[src/shared/lcs_pkg.sv]
// constants and types for the lcd setup and shutdown command interpreter
// Function
// command 3AH is taken as the interface pixel format command that sets the grayscale depth of incoming pixels.
// command 2DH is taken as the colour set command that fills the colour table used in 256-colour mode.
// command 36H is taken as the memory access control command that sets how display memory is traversed.
// command 2BH sets the page range and command 2AH sets the column range of the memory window.
// after command 2CH the following data bytes are written into display memory inside the window.
// the host sends display on (29H) after setup, and may order the other setup commands freely; the bench sends 3AH and 36H again after display on.
// the host may skip any setup command whose reset value already suits it.
// a host shutting down without reset sends display off (28H), then sleep in (10H), then removes power.
// on sleep in the device enters sleep and stops its lcd supply so the capacitors can discharge.
// a host shutting down with reset drives the active-low init line low before removing power.
// the host should periodically resend configuration and display data to undo noise damage; the host model never resends periodically.
// the host holds the active-low init line low for at least the minimum reset pulse width.
// the host finishes each command and its parameters before starting the next command.
// the host waits a configurable delay after sleep in before signalling that power may go.
package lcs_pkg;

  // ----------------------------------------------------------------
  // command codes
  // ----------------------------------------------------------------
  localparam logic [7:0] CMD_SLEEP_IN  = 8'h10;
  localparam logic [7:0] CMD_SLEEP_OUT = 8'h11;
  localparam logic [7:0] CMD_DISP_OFF  = 8'h28;
  localparam logic [7:0] CMD_DISP_ON   = 8'h29;
  localparam logic [7:0] CMD_COL_ADDR  = 8'h2A;
  localparam logic [7:0] CMD_PAGE_ADDR = 8'h2B;
  localparam logic [7:0] CMD_MEM_WR    = 8'h2C;
  localparam logic [7:0] CMD_CLR_SET   = 8'h2D;
  localparam logic [7:0] CMD_MEM_ACC   = 8'h36;
  localparam logic [7:0] CMD_PIX_FMT   = 8'h3A;

  // ----------------------------------------------------------------
  // parameter counts and reset values
  // ----------------------------------------------------------------
  localparam int         CLR_SET_LEN   = 20;
  localparam logic [4:0] PCNT_ONE      = 5'h01;
  localparam logic [4:0] PCNT_TWO      = 5'h02;
  localparam logic [4:0] PCNT_CLR      = 5'h14;
  localparam logic [7:0] PIX_FMT_RST   = 8'h03;
  localparam logic [7:0] MEM_ACC_RST   = 8'h00;
  localparam logic [7:0] CLR_ENTRY_RST = 8'h00;
  localparam logic [7:0] PAGE_END_RST  = 8'h53;
  localparam logic [7:0] COL_END_RST   = 8'h67;
  localparam logic [7:0] ADDR_ZERO     = 8'h00;

  // ----------------------------------------------------------------
  // interpreter states
  // ----------------------------------------------------------------
  typedef enum logic [2:0] {
    ST_IDLE  = 3'b001,
    ST_PARAM = 3'b010,
    ST_MWR   = 3'b100
  } lcs_state_e;

endpackage

[src/verilog/lcs_pair_buf.sv]
// two-entry buffer with valid and ready on both sides
`timescale 1ns/1ps
module lcs_pair_buf #(
  parameter int WIDTH = 24
) (
  // clock and reset
  input  wire logic             clk,
  input  wire logic             rst,
  // filling side
  input  wire logic             in_valid,
  output logic                  in_ready,
  input  wire logic [WIDTH-1:0] in_data,
  // draining side
  output logic                  out_valid,
  input  wire logic             out_ready,
  output logic [WIDTH-1:0]      out_data
);

  logic [WIDTH-1:0] slot_r [2];
  logic             wr_ptr_r;
  logic             rd_ptr_r;
  logic [1:0]       count_r;
  logic             push;
  logic             pop;

  assign in_ready  = (count_r != 2'h2);
  assign out_valid = (count_r != 2'h0);
  assign out_data  = slot_r[rd_ptr_r];
  assign push      = in_valid && in_ready;
  assign pop       = out_valid && out_ready;

  always_ff @(posedge clk) begin
    if (push) begin
      slot_r[wr_ptr_r] <= in_data;
    end
  end

  always_ff @(posedge clk) begin
    if (rst) begin
      wr_ptr_r <= 1'b0;
      rd_ptr_r <= 1'b0;
      count_r  <= 2'h0;
    end else begin
      if (push) begin
        wr_ptr_r <= ~wr_ptr_r;
      end
      if (pop) begin
        rd_ptr_r <= ~rd_ptr_r;
      end
      case ({push, pop})
        2'b10:   count_r <= count_r + 2'h1;
        2'b01:   count_r <= count_r - 2'h1;
        default: count_r <= count_r;
      endcase
    end
  end

endmodule

[src/verilog/lcs_cmd_interp.sv]
// command interpreter for lcd setup, memory write and sleep shutdown
`timescale 1ns/1ps
module lcs_cmd_interp
  import lcs_pkg::*;
(
  // clock and reset
  input  wire logic       CLK,
  input  wire logic       RST,
  input  wire logic       CHIP_INIT_LINE_N,
  // host byte port
  input  wire logic       IN_VALID,
  output logic            IN_READY,
  input  wire logic       IN_DC,
  input  wire logic [7:0] IN_BYTE,
  // display memory write stream
  output logic            MEM_VALID,
  input  wire logic       MEM_READY,
  output logic [7:0]      MEM_PAGE,
  output logic [7:0]      MEM_COL,
  output logic [7:0]      MEM_DATA,
  // configuration state
  output logic [7:0]      PIX_FMT,
  output logic [7:0]      MEM_ACC,
  input  wire logic [4:0] CLR_RD_IDX,
  output logic [7:0]      CLR_RD_DATA,
  // display and power state
  output logic            DISP_ON,
  output logic            SLEEP_ST,
  output logic            LCD_SUPPLY_EN
);

  // ----------------------------------------------------------------
  // decoding
  // ----------------------------------------------------------------
  function automatic logic [4:0] param_count(input logic [7:0] code);
    case (code)
      CMD_PIX_FMT:   param_count = PCNT_ONE;
      CMD_MEM_ACC:   param_count = PCNT_ONE;
      CMD_PAGE_ADDR: param_count = PCNT_TWO;
      CMD_COL_ADDR:  param_count = PCNT_TWO;
      CMD_CLR_SET:   param_count = PCNT_CLR;
      default:       param_count = 5'h00;
    endcase
  endfunction

  lcs_state_e state_r;
  logic [7:0] cmd_r;
  logic [4:0] pcnt_r;
  logic [7:0] pix_fmt_r;
  logic [7:0] mem_acc_r;
  logic [7:0] page_start_r;
  logic [7:0] page_end_r;
  logic [7:0] col_start_r;
  logic [7:0] col_end_r;
  logic [7:0] page_r;
  logic [7:0] col_r;
  logic [7:0] clr_tab_r [CLR_SET_LEN];
  logic [7:0] clr_rd_r;
  logic       disp_on_r;
  logic       sleep_r;
  logic       supply_en_r;
  logic       init;
  logic       buf_in_ready;
  logic       buf_in_valid;
  logic       cmd_take;
  logic       par_take;
  logic       dat_take;

  // the init line is sampled as a plain synchronous input
  assign init      = RST || !CHIP_INIT_LINE_N;
  // commands are never stalled; only memory data waits on the buffer
  assign IN_READY  = (state_r == ST_MWR && IN_DC) ? buf_in_ready : 1'b1;
  assign cmd_take  = IN_VALID && IN_READY && !IN_DC;
  assign par_take  = IN_VALID && IN_READY && IN_DC && (state_r == ST_PARAM);
  assign dat_take  = IN_VALID && IN_READY && IN_DC && (state_r == ST_MWR);
  assign buf_in_valid = IN_VALID && IN_DC && (state_r == ST_MWR);

  // ----------------------------------------------------------------
  // sequencing
  // ----------------------------------------------------------------
  always_ff @(posedge CLK) begin
    if (init) begin
      state_r <= ST_IDLE;
      cmd_r   <= 8'h00;
      pcnt_r  <= 5'h00;
    end else if (cmd_take) begin
      cmd_r  <= IN_BYTE;
      pcnt_r <= 5'h00;
      if (param_count(IN_BYTE) != 5'h00) begin
        state_r <= ST_PARAM;
      end else if (IN_BYTE == CMD_MEM_WR) begin
        state_r <= ST_MWR;
      end else begin
        state_r <= ST_IDLE;
      end
    end else if (par_take) begin
      pcnt_r <= pcnt_r + 5'h01;
      case (state_r)
        ST_PARAM: begin
          if (pcnt_r == param_count(cmd_r) - 5'h01) begin
            state_r <= ST_IDLE;
          end
        end
        default: state_r <= ST_IDLE;
      endcase
    end
  end

  // ----------------------------------------------------------------
  // configuration parameters
  // ----------------------------------------------------------------
  always_ff @(posedge CLK) begin
    if (init) begin
      pix_fmt_r <= PIX_FMT_RST;
    end else if (par_take && cmd_r == CMD_PIX_FMT) begin
      pix_fmt_r <= IN_BYTE;
    end
  end

  always_ff @(posedge CLK) begin
    if (init) begin
      mem_acc_r <= MEM_ACC_RST;
    end else if (par_take && cmd_r == CMD_MEM_ACC) begin
      mem_acc_r <= IN_BYTE;
    end
  end

  always_ff @(posedge CLK) begin
    if (init) begin
      page_start_r <= ADDR_ZERO;
      page_end_r   <= PAGE_END_RST;
      col_start_r  <= ADDR_ZERO;
      col_end_r    <= COL_END_RST;
    end else if (par_take) begin
      if (cmd_r == CMD_PAGE_ADDR) begin
        if (pcnt_r == 5'h00) page_start_r <= IN_BYTE;
        else page_end_r <= IN_BYTE;
      end
      if (cmd_r == CMD_COL_ADDR) begin
        if (pcnt_r == 5'h00) col_start_r <= IN_BYTE;
        else col_end_r <= IN_BYTE;
      end
    end
  end

  generate
    for (genvar i = 0; i < CLR_SET_LEN; i++) begin : g_clr
      always_ff @(posedge CLK) begin
        if (init) begin
          clr_tab_r[i] <= CLR_ENTRY_RST;
        end else if (par_take && cmd_r == CMD_CLR_SET && pcnt_r == 5'(i)) begin
          clr_tab_r[i] <= IN_BYTE;
        end
      end
    end
  endgenerate

  // out-of-range read index returns zero
  always_ff @(posedge CLK) begin
    if (init) begin
      clr_rd_r <= 8'h00;
    end else if (CLR_RD_IDX < 5'(CLR_SET_LEN)) begin
      clr_rd_r <= clr_tab_r[CLR_RD_IDX];
    end else begin
      clr_rd_r <= 8'h00;
    end
  end

  // ----------------------------------------------------------------
  // memory write address walk
  // ----------------------------------------------------------------
  // column runs first, then page; the window wraps to its start corner
  always_ff @(posedge CLK) begin
    if (init) begin
      page_r <= ADDR_ZERO;
      col_r  <= ADDR_ZERO;
    end else if (cmd_take && IN_BYTE == CMD_MEM_WR) begin
      page_r <= page_start_r;
      col_r  <= col_start_r;
    end else if (dat_take) begin
      if (col_r == col_end_r) begin
        col_r  <= col_start_r;
        page_r <= (page_r == page_end_r) ? page_start_r : page_r + 8'h01;
      end else begin
        col_r <= col_r + 8'h01;
      end
    end
  end

  lcs_pair_buf #(.WIDTH(24)) u_buf (
    .clk       (CLK),
    .rst       (init),
    .in_valid  (buf_in_valid),
    .in_ready  (buf_in_ready),
    .in_data   ({page_r, col_r, IN_BYTE}),
    .out_valid (MEM_VALID),
    .out_ready (MEM_READY),
    .out_data  ({MEM_PAGE, MEM_COL, MEM_DATA})
  );

  // ----------------------------------------------------------------
  // display and sleep
  // ----------------------------------------------------------------
  always_ff @(posedge CLK) begin
    if (init) begin
      disp_on_r <= 1'b0;
    end else if (cmd_take && IN_BYTE == CMD_DISP_ON) begin
      disp_on_r <= 1'b1;
    end else if (cmd_take && IN_BYTE == CMD_DISP_OFF) begin
      disp_on_r <= 1'b0;
    end
  end

  // reset leaves the device asleep with the supply stopped
  always_ff @(posedge CLK) begin
    if (init) begin
      sleep_r     <= 1'b1;
      supply_en_r <= 1'b0;
    end else if (cmd_take && IN_BYTE == CMD_SLEEP_IN) begin
      sleep_r     <= 1'b1;
      supply_en_r <= 1'b0;
    end else if (cmd_take && IN_BYTE == CMD_SLEEP_OUT) begin
      sleep_r     <= 1'b0;
      supply_en_r <= 1'b1;
    end
  end

  assign PIX_FMT       = pix_fmt_r;
  assign MEM_ACC       = mem_acc_r;
  assign CLR_RD_DATA   = clr_rd_r;
  assign DISP_ON       = disp_on_r;
  assign SLEEP_ST      = sleep_r;
  assign LCD_SUPPLY_EN = supply_en_r;
endmodule

[config.mk]
export PLATFORM = sky130hd
export DESIGN_NAME = lcs_cmd_interp
export DESIGN_NICKNAME = d
export VERILOG_FILES = /design/src/shared/lcs_pkg.sv /design/src/verilog/lcs_pair_buf.sv /design/src/verilog/lcs_cmd_interp.sv
export SDC_FILE = /design/constraint.sdc
export NUM_CORES = 1
export LEC_CHECK = 0
export ABC_AREA = 1
export BUFFER_PORTS_ARGS = -buffer_cell sky130_fd_sc_hd__buf_2
export CORE_UTILIZATION = 40
export DETAILED_ROUTE_END_ITERATION = 8
export GPL_ROUTABILITY_DRIVEN = 0
export PLACE_DENSITY = 0.66
export SLEW_MARGIN = 5
export SYNTH_ARGS = -nofsm -noshare
export SYNTH_HDL_FRONTEND = slang
export SYNTH_SLANG_ARGS = --single-unit
[constraint.sdc]
create_clock -name CLK -period 3 [get_ports CLK]
set_clock_uncertainty 0.2 [all_clocks]
set_input_delay 0.3 -clock CLK [delete_from_list [all_inputs] [get_ports CLK]]
set_output_delay 0.3 -clock CLK [all_outputs]
set_load 0.02 [all_outputs]
==> results of run 1 <==
cells in the final DEF, fill, tap and decap left out, types with 5 or more instances in the layout:
cell type	n
clkbuf_16	37
dlygate4sd3_1	11
nand2_2	7
nand4_1	7
nand3_1	33
buf_2	71
nor3_1	12
o221ai_1	13
nor2_1	282
o21ai_1	8
o21ai_0	162
clkinv_2	5
xnor2_1	21
o22ai_1	27
nand3_4	12
ha_1	10
inv_1	51
clkbuf_1	8
inv_2	14
o211ai_1	15
clkinv_1	5
nor2_4	7
mux2_2	24
buf_4	31
nand4_2	5
dfxtp_1	96
xor2_1	8
nor2_2	10
edfxtp_1	208
a21oi_1	84
nand2_1	102
report_power, final:
group          switching (mW)  internal (mW)
Clock                    1.68           2.52
Combinational           0.340          0.128
Sequential             0.0284           4.55
Total                    2.05           7.20
per-stage QoR:
step / utilization / area [µm²]
2_1_floorplan: - / 13400
3_3_place_gp: 0.436 / 14300
3_5_place_dp: 0.436 / 14300
4_1_cts: 0.475 / 15500
5_1_grt: 0.475 / 15500
6_report: 0.475 / 15500
cell type report:
class / count / area [µm²]
Inverter: 68 / 256
Tap cell: 442 / 553
Clock inverter: 14 / 149
Multi-Input combinational cell: 868 / 4640
Fill cell: 3071 / 17200
Timing Repair Buffer: 116 / 758
Sequential cell: 304 / 8170
Clock buffer: 48 / 997
logic make-up after synthesis:
group | synth area share
XOR/XNOR | 0.0190
buffers and inverters | 0.0435
AO/OA/AOI/OAI | 0.129
AND/OR/NAND/NOR | 0.169
multiplexers | 0.0202
adder cells (fa/ha/maj) | 0.00935
flip-flops | 0.610
worst max-delay path: stages:
cell	delay [ps]
dlygate4sd3_1	570
buf_2	150
nand2_1	100
nor2_4	160
inv_2	160
nor2_4	300
nand3_1	310
inv_2	300
nand3_4	150
nor2_1	130
flip-flops by register name (all words and copies together), names as in the netlist, named ones only:
signal and count:
u_buf.slot_r 48, page_start_r 8, u_buf.rd_ptr_r 1, DISP_ON 1
u_buf.wr_ptr_r 1, pcnt_r 5, page_r 8, col_r 8
SLEEP_ST 1, MEM_ACC 8, col_start_r 8, LCD_SUPPLY_EN 1
u_buf.count_r 2, CLR_RD_DATA 8, cmd_r 8, state_r 3
clr_tab_r 160, page_end_r 8, PIX_FMT 8, col_end_r 8
layer usage:
metal | track usage | vias to the layer above | part of all wire
met5 | 0 | - | 0
met4 | 0.0638 | 0 | 0.027
met3 | 0.0287 | 59 | 0.058
met2 | 0.322 | 324 | 0.48
met1 | 0.263 | 4694 | 0.44
li1 | - | 4741 | -
worst max path at each step:
stage,end,cells past startpoint,startpoint,slack [ps]
floorplan,u_buf.slot_r[1][0],3,state_r[0],600
global placement,clr_tab_r[14][6],8,IN_VALID,680
detailed placement,page_start_r[1],10,pcnt_r[0],630
CTS,clr_tab_r[14][2],9,IN_DC,600
global route,state_r[0],15,cmd_r[6],370
finish,clr_tab_r[10][2],10,IN_DC,510
repair_timing:
item                                    4_1_cts  5_1_grt
hold buffers                                 11        0
hold endpoints to repair                     26        0
endpoints found under the setup margin        0        0
==> qor.txt, run 1 <==
first-pass iteration count of the detailed router = 5
Syn Inst Count = 1313
top_reg_cell synth = edfxtp_1
Clock Tree Buf Depth = 3
CTS resizes = 0
share of layout cells above drive strength 1 = 0.173
Post-synth EDFFs = 208
outcome = completed
synthesized area per cell = 10.2 µm²
Initial Util = 0.409
Setup TNS Final = 0 ps
Final Cycle Share = 0.829
Clock transition at path regs = 60 ps
top cells by count, synth = nor2_1, edfxtp_1, o21ai_0
pre-CTS WS = 629 ps
worst r2r src = state_r[1]
Period minus WS final = 2490 ps
P&R area growth vs syn = 16.0%
Setup Fix Bufs, Post-CTS = 0
number of global-route vias before repair = 9486
Netlist Area Pre-Place = 0.0134 mm²
I/O Buffers = 71
first-pass GRT wire length = 51900 µm
GR Overflow Total = 0
Antenna Cells = 0
worst r2r path cells = 10
CTS tree = built
#FFs+latches synth = 304
Tot Pwr = 9.25 mW
Yosys top cell area share = 0.467
Die W = 185 µm
Detailed Route Iter0 Violations = 804
worst-path fanout max = 13
critical path required time = 3150 ps
worst slew pin tran = 907 ps
final hold vios = 0
die area = 0.0342 mm²
PnR worst setup slack = 512 ps
Yosys cell types = 43
Max IR drop VDD = 465 µV
Detailed Route WL = 32600 µm
reg2reg end = clr_tab_r[10][2]
max cap viols = 0
Hold WC Path Type = input port to flip-flop
# clock sinks = 304
vias per cell = 5.28
leakage power = 6.04 nW
WS Path Type = input port to flip-flop
Hold EP = state_r[2]
sequential element share of the synthesized area = 0.610
Routed Antenna Nets = 0
RSZ-0062 raised after global routing = no
Async S/R FF share, synth = 0
PD cells = 596 mW/mm²
hold path depth = 4
post-synth top area cell = edfxtp_1
Area contributors post-synth = edfxtp_1, dfxtp_1, nor2_1
site row count = 66
Max Slew Vio Count = 0
htree depth = 2
largest net degree at the start of global routing = 81
Mapped Nets = 1342
total track usage = 0.195
fin cells = 1860
Die Y-Extent = 185 µm
R2R Setup Slk = 600 ps
Setup crit start kind = input port
initial antenna violation count = 0
number of remaining DRC errors = 0
critical path arrival = 2640 ps
Hold Slack = 11.6 ps
hold path start = IN_VALID
Ports = 72
Root Buffer = clkbuf_16
Nets = 1422
Inst Count DP = 1787
hpwl dp = 21300 µm
Vias = 9818
TritonCTS Buffers = 35
count leader, synth = nor2_1
Achievable Freq = 402 MHz
crit end category = flip-flop
Setup violations, final = 0
core region area = 0.0327 mm²
synthesis warning total = 0
max_slew headroom = 0.391
Skew-Pair Late Insertion Delay = 520 ps
Routed WL per cell = 17.6 µm
(Power assumes the default switching activity.)
==> run 2: changes to the inputs <==
--- a/config.mk
+++ b/config.mk
@@ -5,12 +5,12 @@
 export SDC_FILE = /design/constraint.sdc
 export NUM_CORES = 1
 export LEC_CHECK = 0
-export ABC_AREA = 1
+export ABC_AREA = 0
 export BUFFER_PORTS_ARGS = -buffer_cell sky130_fd_sc_hd__buf_2
 export CORE_UTILIZATION = 40
 export DETAILED_ROUTE_END_ITERATION = 8
 export GPL_ROUTABILITY_DRIVEN = 0
-export PLACE_DENSITY = 0.66
+export PLACE_DENSITY = 0.68
 export SLEW_MARGIN = 5
 export SYNTH_ARGS = -nofsm -noshare
 export SYNTH_HDL_FRONTEND = slang
==> constraint.sdc (replaced) <==
create_clock -name CLK -period 2.1 [get_ports CLK]
set_clock_uncertainty 0.2 [all_clocks]
set_input_delay 0.21 -clock CLK [delete_from_list [all_inputs] [get_ports CLK]]
set_output_delay 0.21 -clock CLK [all_outputs]
set_load 0.02 [all_outputs]
==> run 2 against run 1 <==
Net effect: the flow now finishes with violations (setup timing); design area up 12%; via count down 8.2%; sequential power grew 44%; synthesized cell count is 21% lower.
==> qor.txt, run 2 <==
Initial Util = 0.410
total track usage = 0.201
WS Path Type = flip-flop to flip-flop
Routed Antenna Nets = 0
Period minus WS final = 2250 ps
hold path start = IN_BYTE[0]
most common cell after layout, fill and taps aside = edfxtp_1
sequential element share of the synthesized area = 0.605
Hold EP = cmd_r[0]
Post-synth EDFFs = 208
Root Buffer = clkbuf_16
die area = 0.0345 mm²
htree depth = 2
Mapped Nets = 1068
# clock sinks = 304
Setup TNS Final = -20490 ps
Achievable Freq = 445 MHz
Core Util, Final = 0.531
Yosys cell types = 53
Syn Inst Count = 1039
PnR worst setup slack = -149 ps
crit end category = flip-flop
R2R Setup Slk = -150 ps
CP peak stage delay = 640 ps
Fillers = 2775
CP delay by family, top = simple AND/OR/NAND/NOR gates
Die W = 186 µm
#FFs+latches synth = 304
fin cells = 1704
critical path required time = 2240 ps
CP cell instances = or4b_4, or4_1, buf_4, nor3_1
Max Slew Vio Count = 0
Detailed Route Iter0 Violations = 603
commonest cells after routing, fill and taps aside = edfxtp_1, and2_1, buf_4
Seq. cell area = 0.00818 mm²
TritonCTS Buffers = 34
top cells by count, synth = edfxtp_1, and2_1, dfxtp_1
share of layout cells above drive strength 1 = 0.370
Skew-Pair Late Insertion Delay = 520 ps
Hold WC Path Type = input port to flip-flop
Ports = 72
post-synth top area cell = edfxtp_1
P&R area growth vs syn = 29.4%
Tot Pwr = 13.5 mW
Final Cycle Share = 1.07
Clock Tree Buf Depth = 3
Placed Area = 0.0155 mm²
Multi-input gate area = 0.00564 mm²
Setup crit start kind = flip-flop
Async S/R FF share, synth = 0
top_reg_cell synth = edfxtp_1
Detailed Route WL = 34300 µm
worst r2r path cells = 4
GR Overflow Total = 0
first-pass iteration count of the detailed router = 7
CTS tree = built
initial antenna violation count = 0
Routed WL per cell = 20.1 µm
failing checks = setup timing
hold path depth = 4
Biggest register = clr_tab_r
Netlist Area Pre-Place = 0.0135 mm²
site row count = 66
synthesized area per cell = 13.0 µm²
largest net degree at the start of global routing = 34
Die Y-Extent = 186 µm
hpwl dp = 22600 µm
outcome = finished, violations left
count leader, synth = edfxtp_1
worst-path fanout max = 4
number of remaining DRC errors = 0
PD cells = 771 mW/mm²
Vias = 9014
Clock transition at path regs = 60 ps
worst r2r src = state_r[0]
max cap viols = 0
Area contributors post-synth = edfxtp_1, dfxtp_1, mux4_2
synthesis warning total = 0
RSZ-0062 raised after global routing = yes
fin area = 0.0175 mm²
critical path arrival = 2390 ps
Stages on worst setup path = 4
worst path buffer plus inverter count = 1
Yosys top cell area share = 0.463
Inst Count DP = 1621
Max IR drop VDD = 640 µV
Setup violations, final = 260
number of global-route vias before repair = 9137
Slowest-stage cell, CP = or4_1
leakage power = 6.56 nW
max_slew headroom = 0.589
reg2reg end = clr_tab_r[0][2]
first-pass GRT wire length = 52200 µm
vias per cell = 5.29
Largest register FFs = 160
core region area = 0.0329 mm²
worst slew pin tran = 614 ps
Antenna Cells = 0
final hold vios = 0
I/O Buffers = 71
pre-CTS WS = -406 ps
Hold Slack = 22.8 ps
biggest regs = clr_tab_r x160, u_buf.slot_r x48
Nets = 1265
## run 2: cells by family (layout without fill, tap and decap cells)
family | after synthesis | after routing | synth area share
DFF | 304 | 304 | 0.605
and+or+nand+nor | 403 | 403 | 0.163
muxes | 130 | 130 | 0.143
adders and majority gates | 10 | 10 | 0.00927
buffers and inverters | 80 | 303 | 0.0227
AOI/OAI and AO/OA | 78 | 78 | 0.0343
xor gates and xnor gates | 34 | 34 | 0.0221
## run 2: worst max-delay path by stage
stage,startpoint,endpoint
after global routing,state_r[0],clr_tab_r[3][3]
after detailed placement,IN_DC,clr_tab_r[8][3]
after CTS,state_r[0],col_start_r[3]
after global placement,IN_DC,clr_tab_r[12][5]
final,state_r[0],clr_tab_r[0][2]
after floorplan,state_r[2],clr_tab_r[13][0]
## run 2: tightest hold or removal path: stages
cell	delay (ps)
buf_2	110
buf_4	210
nand2_1	80
a21oi_1	50
## run 2: power breakdown
group	switching, mW	leakage [nW]	total, mW	internal (mW)
sequential	0.0591	2.91	6.59	6.53
combinational	0.418	3.09	0.719	0.300
clock	2.40	0.563	6.15	3.75
## run 2: per-layer routing
layer	GRT usage	vias up	part of all wire
li1	-	4177	-
met1	0.253	4503	0.41
met2	0.357	288	0.52
met3	0.0313	46	0.055
met4	0.0521	0	0.018
met5	0	-	0
## run 2: area by class of cell
| type | count | share of cell area |
|---|---|---|
| Sequential cell | 304 | 0.468 |
| Clock inverter | 17 | 0.0113 |
| Timing Repair Buffer | 231 | 0.108 |
| Tap cell | 442 | 0.0317 |
| Multi-Input combinational cell | 655 | 0.323 |
| Inverter | 10 | 0.00215 |
| Clock buffer | 45 | 0.0553 |
## run 2: what timing repair did
item                       in CTS  in global routing
resized for setup              62                 72
hold endpoints to repair       25                  0
setup endpoints to repair     402                382
hold buffers                    6                  0
cloned                          1                  1
pin swaps                      33                 18
setup buffers                  10                  5
==> run 3: changes to the inputs <==
--- a/config.mk
+++ b/config.mk
@@ -5,12 +5,13 @@
 export SDC_FILE = /design/constraint.sdc
 export NUM_CORES = 1
 export LEC_CHECK = 0
-export ABC_AREA = 0
+export ABC_AREA = 1
 export BUFFER_PORTS_ARGS = -buffer_cell sky130_fd_sc_hd__buf_2
 export CORE_UTILIZATION = 40
 export DETAILED_ROUTE_END_ITERATION = 8
 export GPL_ROUTABILITY_DRIVEN = 0
 export PLACE_DENSITY = 0.68
+export RECOVER_POWER = 25
 export SLEW_MARGIN = 5
 export SYNTH_ARGS = -nofsm -noshare
 export SYNTH_HDL_FRONTEND = slang
==> run 3 against run 2 <==
Net effect: the run still ends with setup timing left; utilization down 3.4 points; fmax up 6.1%; final cell count up 13%; non-clock buffer count down 48.
==> qor.txt, run 3 (synthesis gave the netlist of run 1 again) <==
outcome = finished, violations left
failing checks = setup timing
Die Y-Extent = 185 µm
Setup crit start kind = flip-flop
vias per cell = 5.28
first-pass iteration count of the detailed router = 5
Pint = 10.1 mW
Clock transition at path regs = 60 ps
Skew-Pair Late Insertion Delay = 530 ps
TritonCTS Buffers = 35
share of layout cells above drive strength 1 = 0.208
die area = 0.0342 mm²
final hold vios = 0
crit end category = flip-flop
Hold WC Path Type = input port to flip-flop
Setup violations, final = 1
Nets = 1489
fin area = 0.0163 mm²
critical path arrival = 2380 ps
commonest cells after routing, fill and taps aside = nor2_1, edfxtp_1, o21ai_0
max cap viols = 0
Final Cycle Share = 1.01
Vias = 10180
Ports = 72
site row count = 66
hpwl dp = 22000 µm
most common cell after layout, fill and taps aside = nor2_1
Largest register FFs = 160
Routed WL per cell = 17.5 µm
CP cell instances = inv_1, nand2_2, buf_4, inv_2, nand3_2, ha_4, inv_4, ha_4, xor2_1, nand4_1, nor2_1, nand3_2, nand2_1, nand2_1, nand3_1
Setup TNS Final = -18.7 ps
number of remaining DRC errors = 0
Achievable Freq = 472 MHz
# clock sinks = 304
Sequential Power Share = 0.501
initial antenna violation count = 0
CP delay by family, top = simple AND/OR/NAND/NOR gates
largest net degree at the start of global routing = 65
Max Slew Vio Count = 0
Hold Slack = 64.9 ps
Placed Area = 0.0148 mm²
biggest regs = clr_tab_r x160, u_buf.slot_r x48
number of global-route vias before repair = 9869
switching share of power = 0.226
Clock Tree Buf Depth = 3
GR Overflow Total = 0
Die W = 185 µm
Detailed Route Iter0 Violations = 864
Routed Antenna Nets = 0
Slowest-stage cell, CP = dfxtp_2
clock power share = 0.442
WS Path Type = flip-flop to flip-flop
worst path buffer plus inverter count = 4
htree depth = 2
Comb pwr share = 0.056
total track usage = 0.201
max_slew headroom = 0.667
Inst Count DP = 1845
Core Util, Final = 0.497
Biggest register = clr_tab_r
P&R area growth vs syn = 21.5%
Root Buffer = clkbuf_16
Max IR drop VDD = 607 µV
first-pass GRT wire length = 53200 µm
Detailed Route WL = 33700 µm
pre-CTS WS = -114 ps
critical path required time = 2360 ps
leakage power = 6.28 nW
Initial Util = 0.409
Period minus WS final = 2120 ps
Tot Pwr = 13.1 mW
I/O Buffers = 71
PnR worst setup slack = -18.7 ps
worst slew pin tran = 499 ps
fin cells = 1929
worst-path fanout max = 3
CP peak stage delay = 320 ps
Antenna Cells = 0
switching pwr = 2.96 mW
core region area = 0.0327 mm²
RSZ-0062 raised after global routing = yes
CTS tree = built
PD cells = 804 mW/mm²
[run 3: cell count changes in the layout (fill, tap and decap cells not counted), sizes merged, moves of 57 or more]
cell / previous run / this run
o21ai: 24 / 170
mux2i: 58 / 0
nor2: 91 / 299
buf: 224 / 128
inv: 9 / 66
and2: 131 / 0
a21oi: 22 / 85
[run 3: area by class of cell]
type / instances / area, µm²
Multi-Input combinational cell: 868 / 4810
Timing Repair Buffer: 183 / 1350
Tap cell: 442 / 553
Inverter: 68 / 273
Fill cell: 2956 / 16400
Clock buffer: 44 / 961
Sequential cell: 304 / 8180
Clock inverter: 20 / 136
[run 3: what timing repair did]
item	in CTS	in global routing
endpoints found under the setup margin	49	269
pin swaps	11	15
hold endpoints to repair	34	0
resized for setup	21	42
hold buffers	14	0
cloned	0	0
setup buffers	3	3
[run 3: worst paths after layout]
kind                       from             end  slack (ps)  cells after the start
hold / removal    CLR_RD_IDX[2]  CLR_RD_DATA[3]          60                      3
setup / recovery       cmd_r[2]      state_r[0]         -20                     15
hold reg to reg        SLEEP_ST        SLEEP_ST         260                      2
setup reg to reg       cmd_r[2]      state_r[0]         -20                     15
[run 3: power by group through the flow]
| stage | Combinational [mW] | Sequential [mW] | Clock (mW) |
|---|---|---|---|
| floorplan | 0.385 | 6.67 | 0 |
| global placement | 0.697 | 6.67 | 0 |
| detailed placement | 0.705 | 6.67 | 0 |
| CTS | 0.729 | 6.55 | 5.88 |
| global route | 0.799 | 6.56 | 6.11 |
| finish | 0.737 | 6.55 | 5.78 |
[run 3: worst min-delay path, stage by stage]
cell	delay, ps
buf_2	210
o211ai_1	220
a21oi_1	80
[run 3: routing by layer]
metal | vias to the layer above | track usage | part of all wire
met2 | 383 | 0.330 | 0.48
met5 | - | 0 | 0
li1 | 4890 | - | -
met1 | 4849 | 0.271 | 0.42
met3 | 58 | 0.0303 | 0.076
met4 | 0 | 0.0625 | 0.024
